--- src/hw/hbm_pkg.sv ---
// Constants and types for the host bus mode and interrupt pin block.
// Assumes a single 125 MHz clock domain.
package hbm_pkg;
	localparam int unsigned CLK_PERIOD_NS  = 8;
	localparam int unsigned SYNC_STAGES    = 2;
	localparam int unsigned NUM_CHAN       = 2;
	localparam int unsigned CHAN_A         = 0;
	localparam int unsigned CHAN_B         = 1;
	localparam logic        MODE_SEL_WIDE  = 1'h1;
	localparam logic        DIR_READ       = 1'h1;
	localparam logic        STROBE_ACTIVE  = 1'h0;
	localparam logic        IRQ_ACTIVE_LOW = 1'h0;
	localparam logic        USER_OUT_LOW   = 1'h0;
	localparam logic        USER_OUT_HIGH  = 1'h1;

	typedef enum logic {
		hbm_mode_strobes,
		hbm_mode_direction
	} hbm_mode_type;

	typedef enum {
		hbm_st_idle,
		hbm_st_read,
		hbm_st_write
	} hbm_cycle_type;
endpackage

--- src/hw/hbm_pins_if.sv ---
// Interface carrying synchronised host pin levels between modules.
// Assumes both ends run on mclk.
`timescale 1ns/1ps
`default_nettype none
interface hbm_pins_if;
	logic mode_sel;
	logic reset_pin;
	logic read_n;
	logic write_dir;
	logic chip_sel_n;
	modport src (output mode_sel, output reset_pin, output read_n,
		output write_dir, output chip_sel_n);
	modport dst (input mode_sel, input reset_pin, input read_n,
		input write_dir, input chip_sel_n);
endinterface
`default_nettype wire

--- src/hw/hbm_sync.sv ---
// Two-stage synchroniser for every host pin entering mclk.
// Assumes pins are asynchronous to mclk.
`timescale 1ns/1ps
`default_nettype none
module hbm_sync
	import hbm_pkg::*;
(
	input  wire logic mclk,
	input  wire logic rst,
	input  wire logic mode_sel_pin,
	input  wire logic reset_pin,
	input  wire logic read_strobe_n,
	input  wire logic write_strobe_n,
	input  wire logic chip_sel_n,
	hbm_pins_if.src   pins
);
	localparam int unsigned W = 5;
	logic [W-1:0] meta_ff;
	logic [W-1:0] sync_ff;
	logic [W-1:0] raw;

	assign raw = {mode_sel_pin, reset_pin, read_strobe_n, write_strobe_n,
		chip_sel_n};

	// Idle value is high on every pin
	always_ff @(posedge mclk or posedge rst) begin
		if (rst) begin
			meta_ff <= '1;
			sync_ff <= '1;
		end else begin
			meta_ff <= raw;
			sync_ff <= meta_ff;
		end
	end

	assign pins.mode_sel   = sync_ff[4];
	assign pins.reset_pin  = sync_ff[3];
	assign pins.read_n     = sync_ff[2];
	assign pins.write_dir  = sync_ff[1];
	assign pins.chip_sel_n = sync_ff[0];
endmodule
`default_nettype wire

--- src/hw/hbm_top.sv ---
// Behaviour
// - Enable A: drive interrupt A, user out low
// - Disable A: interrupt A high impedance
// - Disable: user output two driven high
// - Enable B: drive interrupt B, user out low
// - Disable B: three-state interrupt B, output high
// - Mode high: second pin is channel B interrupt
// - Mode low: shared open-drain active-low interrupt
// - Mode low: channel B pin left undriven
// - Mode high: read strobe used, else ignored
// - Mode high: write strobe on shared pin
// - Mode low: shared pin is read/write direction
// - Reset polarity follows mode select
//
// Host pin mode logic and interrupt pin drivers for two channels.
// Assumes interrupt requests and enable bits come from mclk logic.
`timescale 1ns/1ps
`default_nettype none
module hbm_top
	import hbm_pkg::*;
(
	input  wire logic             mclk,
	input  wire logic             rst,
	input  wire logic             mode_sel_pin,
	input  wire logic             master_reset_pin,
	input  wire logic             read_strobe_n,
	input  wire logic             write_strobe_n,
	input  wire logic             chip_sel_n,
	input  wire logic [NUM_CHAN-1:0] interrupt_output_enable_bit,
	input  wire logic [NUM_CHAN-1:0] chan_irq_req,
	output logic                  chan_a_interrupt_out_o,
	output logic                  chan_a_interrupt_out_oe,
	output logic                  chan_b_interrupt_out_o,
	output logic                  chan_b_interrupt_out_oe,
	output logic                  chan_a_user_output_two,
	output logic                  chan_b_user_output_two,
	output logic                  mode_direction,
	output logic                  uart_reset,
	output logic                  reg_read_pulse,
	output logic                  reg_write_pulse,
	output logic                  cycle_active
);
	hbm_pins_if pins ();

	hbm_sync u_sync (
		.mclk           (mclk),
		.rst            (rst),
		.mode_sel_pin   (mode_sel_pin),
		.reset_pin      (master_reset_pin),
		.read_strobe_n  (read_strobe_n),
		.write_strobe_n (write_strobe_n),
		.chip_sel_n     (chip_sel_n),
		.pins           (pins)
	);

	hbm_mode_type  mode_ff;
	logic          mode_valid_ff;
	hbm_cycle_type cycle_ff;
	hbm_cycle_type nxt_cycle;
	logic          ext_reset;
	logic          reset_seen_ff;
	logic          uart_reset_ff;
	logic          rd_req;
	logic          wr_req;
	logic [NUM_CHAN-1:0] irq_ff;
	logic [NUM_CHAN-1:0] ioe_ff;
	logic          dev_irq_ff;
	logic          mode_dir;

	assign mode_dir = (mode_ff == hbm_mode_direction);

	// Reset pin meaning depends on latched mode
	function automatic logic reset_active(input logic pin,
		input logic dir_mode);
		reset_active = dir_mode ? ~pin : pin;
	endfunction

	// Mode captured at release and at each external reset seen while the cycle is idle
	always_ff @(posedge mclk or posedge rst) begin
		if (rst) begin
			mode_ff       <= hbm_mode_strobes;
			mode_valid_ff <= 1'h0;
		end else if (!mode_valid_ff ||
			(ext_reset && cycle_ff == hbm_st_idle)) begin
			mode_ff       <= (pins.mode_sel == MODE_SEL_WIDE) ?
				hbm_mode_strobes : hbm_mode_direction;
			mode_valid_ff <= 1'h1;
		end
	end

	assign ext_reset = mode_valid_ff &&
		reset_active(pins.reset_pin, mode_dir);

	always_ff @(posedge mclk or posedge rst) begin
		if (rst) begin
			reset_seen_ff <= 1'h0;
			uart_reset_ff <= 1'h1;
		end else begin
			reset_seen_ff <= ext_reset;
			uart_reset_ff <= ~mode_valid_ff | ext_reset | reset_seen_ff;
		end
	end
	assign uart_reset = uart_reset_ff;

	// Decode of host request per mode
	always_comb begin
		rd_req = 1'h0;
		wr_req = 1'h0;
		if (pins.chip_sel_n == STROBE_ACTIVE) begin
			if (mode_dir) begin
				rd_req = (pins.write_dir == DIR_READ);
				wr_req = (pins.write_dir != DIR_READ);
			end else begin
				rd_req = (pins.read_n == STROBE_ACTIVE);
				wr_req = (pins.write_dir == STROBE_ACTIVE);
			end
		end
	end

	always_comb begin
		nxt_cycle = cycle_ff;
		case (cycle_ff)
			hbm_st_idle: begin
				if (rd_req)
					nxt_cycle = hbm_st_read;
				else if (wr_req)
					nxt_cycle = hbm_st_write;
			end
			hbm_st_read: begin
				if (!rd_req)
					nxt_cycle = hbm_st_idle;
			end
			hbm_st_write: begin
				if (!wr_req)
					nxt_cycle = hbm_st_idle;
			end
			default: nxt_cycle = hbm_st_idle;
		endcase
	end

	always_ff @(posedge mclk or posedge rst) begin
		if (rst)
			cycle_ff <= hbm_st_idle;
		else if (uart_reset_ff)
			cycle_ff <= hbm_st_idle;
		else
			cycle_ff <= nxt_cycle;
	end

	// One pulse per access, at the strobe's leading edge
	always_ff @(posedge mclk or posedge rst) begin
		if (rst) begin
			reg_read_pulse  <= 1'h0;
			reg_write_pulse <= 1'h0;
		end else begin
			reg_read_pulse  <= !uart_reset_ff && cycle_ff == hbm_st_idle &&
				rd_req;
			reg_write_pulse <= !uart_reset_ff && cycle_ff == hbm_st_idle &&
				!rd_req && wr_req;
		end
	end
	assign cycle_active = (cycle_ff != hbm_st_idle);
	assign mode_direction = mode_dir;

	// Registered request and enable per channel
	always_ff @(posedge mclk or posedge rst) begin
		if (rst) begin
			irq_ff     <= '0;
			ioe_ff     <= '0;
			dev_irq_ff <= 1'h0;
		end else begin
			irq_ff     <= chan_irq_req & ~{NUM_CHAN{uart_reset_ff}};
			ioe_ff     <= interrupt_output_enable_bit &
				~{NUM_CHAN{uart_reset_ff}};
			dev_irq_ff <= |(chan_irq_req & interrupt_output_enable_bit) &
				~uart_reset_ff;
		end
	end

	// Channel A pin: per-channel or shared open-drain
	always_comb begin
		if (mode_dir) begin
			chan_a_interrupt_out_o  = IRQ_ACTIVE_LOW;
			chan_a_interrupt_out_oe = dev_irq_ff;
		end else begin
			chan_a_interrupt_out_o  = irq_ff[CHAN_A];
			chan_a_interrupt_out_oe = ioe_ff[CHAN_A];
		end
	end

	// Channel B pin only used in strobe mode
	always_comb begin
		if (mode_dir) begin
			chan_b_interrupt_out_o  = 1'h0;
			chan_b_interrupt_out_oe = 1'h0;
		end else begin
			chan_b_interrupt_out_o  = irq_ff[CHAN_B];
			chan_b_interrupt_out_oe = ioe_ff[CHAN_B];
		end
	end

	// User outputs mirror enable, active low
	assign chan_a_user_output_two = ioe_ff[CHAN_A] ?
		USER_OUT_LOW : USER_OUT_HIGH;
	assign chan_b_user_output_two = ioe_ff[CHAN_B] ?
		USER_OUT_LOW : USER_OUT_HIGH;
endmodule
`default_nettype wire

--- config.mk ---
export PLATFORM = sky130hd
export DESIGN_NAME = hbm_top
export DESIGN_NICKNAME = d
export VERILOG_FILES = /design/src/hw/hbm_pkg.sv /design/src/hw/hbm_pins_if.sv /design/src/hw/hbm_sync.sv /design/src/hw/hbm_top.sv
export SDC_FILE = /design/constraint.sdc
export NUM_CORES = 1
export LEC_CHECK = 0
export BUFFER_PORTS_ARGS = -buffer_cell sky130_fd_sc_hd__buf_2
export CAP_MARGIN = 0
export CORE_MARGIN = 4
export CORE_UTILIZATION = 48
export DETAILED_ROUTE_END_ITERATION = 8
export GPL_ROUTABILITY_DRIVEN = 1
export PLACE_DENSITY = 0.71
export SYNTH_ARGS = -nofsm -noshare
export SYNTH_HDL_FRONTEND = slang
export SYNTH_SLANG_ARGS = --single-unit
--- constraint.sdc ---
create_clock -name mclk -period 1.33 [get_ports mclk]
set_clock_uncertainty 0.1 [all_clocks]
set_input_delay 0.266 -clock mclk [delete_from_list [all_inputs] [get_ports mclk]]
set_output_delay 0.266 -clock mclk [all_outputs]
set_load 0.03 [all_outputs]
==> impl_results.md <==
* Status: finished, violations left
* Failing checks: setup timing
* Fin. Hold Viols at 0
* Register area share after synthesis at around 73%
* Setup TNS Final at -0.549 ns
* R2R depth at 4
* Remaining Overflow, GRT at 0
* Largest net degree at the start of global routing at 24
* Synth area leader: dfrtp_1
* Initial antenna violation count at 0
* CP cell instances: and2b_2, buf_6
* Wirelength, routed at 1510 um
* Netlist cell types at 26
* End of the worst register-to-register path: reg_read_pulse
* Max FO, Critical Path at 7
* Crit path capture type: output pin
* Ys Warns at 0
* Final setup violation count at 8
* Tightest Hold Check Type: primary input to register
* Initial core utilization at between 50% and 60%
* Synth Cell Area at 807 um2
* Most used DFF post-synth: dfrtp_1
* Leak at 0.000557 uW
* P&R area growth vs syn at 42.9%
* Mapped Nets at 67
* Top cells by count, synth: 12 x dfrtp_1, 11 x dfstp_2, 5 x inv_1, 3 x nor4_1
* Mapped Cells at 56
* Final GP Congestion at 0.685
* Die span in x at 49.0 um
* Post-route antenna net violation count at 0
* Fraction of layout cells with a size suffix above 1 at 62.1%
* Max VDD drop at 0.000933 V
* Worst path required time at 0.96 ns
* First-pass GRT wire length at roughly 2600 um
* CTS buffer count at 3
* Number of antenna diodes at 0
* CTS HTree Levels at 1
* CTS tree: built
* # DRC at 0
* Die ar. at about 0.0024 mm2
* Design area at between 0.001 and 0.0015 mm2
* Mean Syn Cell Area at around 14 um2
* GRT Total Usage at 14.1%
* Pre-CTS setup slack at 0.121 ns
* Num ports at 22
* Worst path arrival time at roughly 1.1 ns
* Share of synthesized registers carrying an async set or reset at 100%
* Maxcap violations at 0
* Post-synth EDFFs at 0
* WL per Instance at 13.6 um
* IO buf count at 21
* CP Class: register to output pin
* Power density cells at 1150 mW/mm2
* CTS clk-pin slew, worst paths at 0.11 ns
* Number of global-route vias before repair at 577
* Hold Crit Start: interrupt_output_enable_bit[1]
* Final core utilization at roughly three quarters
* Period minus WS final at approximately 1.5 ns
* DRT Pass-1 Iters at 2
* Vias at 555
* Register bit total from synthesis at 23
* CORE AREA at 0.00154 mm2
* Startpoint types: register
* Area after DPL at about 950 um2
* Count leader, synth: dfrtp_1
* Final worst setup slack at -0.162 ns
* Clk sink count at 23
* Cell Rows at 14
* First-iteration detailed-routing DRC count at 1
* Final nets at about 110
* Slowest-stage cell, CP: dfrtp_2
* RR Startpoint: mode_direction
* Hold EP: ioe_ff[1]
* Final period util at 112%
* Clk Latency, worst-skew pair at approximately 0.30 ns
* Die Ht at ~50 um
* Ranking of synthesized cells by area: dfrtp_1 37%, dfstp_2 36%, inv_1 2.3%
* Avg Vias per Cell at approximately 5.0
* Fin. max-slew vios at 0
* CTS Buffer Depth at 2
* RSZ-0062 raised after global routing: true
* CTS root buf: clkbuf_4
* Hold path cells at 2
* Reg-to-reg slack, setup at -0.03 ns
* Post-synth top area share at 37.2%
* Crit-path max cell delay at 0.48 ns
* Fmax achieved at approximately 670 MHz
[metal layers]
layer,global-route usage (%),routed length (um),vias to the layer above
li1,-,-,259
met3,2.45,63,4
met5,0,0,-
met4,10.8,38,0
met2,23.3,827,20
met1,15.8,585,272
[where the power goes]
| part | switching (uW) | internal, uW |
|---|---|---|
| Clock | 186 | 117 |
| Sequential | 29.5 | 756 |
| Combinational | 123 | 117 |
| Total | 338 | 990 |
[critical path: cells and delay by family (launching register included)]
| kind | cells | cell delay (ns) |
|---|---|---|
| flops | 1 | 0.48 |
| simple gates | 1 | 0.23 |
| buf+inv | 1 | 0.12 |
[state kept, by name, indices dropped and copies added (netlist names), 2 cells and up]
name and count:
ioe_ff 2, u_sync.meta_ff 5, cycle_ff 2, irq_ff 2, u_sync.sync_ff 5
[layout make-up]
cell class | count | area, um2
multi-input cells | 26 | 209
well taps | 16 | 20.0
repair buffers | 36 | 285
clock buffers | 4 | 26.3
inverters | 6 | 22.5
flip-flops and latches | 23 | 591
fillers | 102 | 388
[how the worst max path moves through the flow]
| stage | startpoint | end | cells past startpoint |
|---|---|---|---|
| final | mode_direction | chan_b_interrupt_out_o | 2 |
| after global routing | mode_direction | chan_b_interrupt_out_o | 2 |
| after CTS | mode_direction | chan_b_interrupt_out_o | 2 |
| after detailed placement | mode_direction | chan_b_interrupt_out_o | 2 |
| after global placement | mode_direction | chan_b_interrupt_out_o | 2 |
| after floorplan | mode_direction | chan_a_interrupt_out_oe | 2 |
[cell families after synthesis]
group,count (synthesis),synth area share [%]
buf+inv,7,3.72
flops,23,73.0
other cells,1,0.465
simple gates,17,14.9
xor+xnor,1,1.09
compound gates,6,5.58
mux,1,1.24
[timing repair]
| item | CTS | global route |
|---|---|---|
| hold endpoints to repair | 17 | 0 |
| pin swaps | 2 | 3 |
| gates resized for setup | 12 | 11 |
| endpoints found under the setup margin | 8 | 11 |
| hold buffers | 6 | 0 |
| setup buffers | 5 | 2 |
[per-stage QoR]
stage	hold WS, ns	std cells	total power (uW)
floorplan	0.160	56	911
global placement	0.203	94	962
detailed placement	0.210	94	969
CTS	0.0888	109	1320
global route	0.0937	111	1400
finish	0.107	111	1330
[cells in the final DEF, fill, tap and decap left out, types with 2 or more instances in the layout]
cell           synthesis  routed
buf_2                  0      12
dfrtp_1               12      11
dfstp_2               11      11
buf_4                  1      10
buf_6                  0       8
dlygate4sd3_1          0       6
inv_2                  1       3
inv_1                  5       3
and2b_2                2       3
clkbuf_4               0       3
nor4_2                 1       2
nor4_1                 3       2
nor2b_2                1       2
No activity file was read; power rests on OpenSTA's default activity.
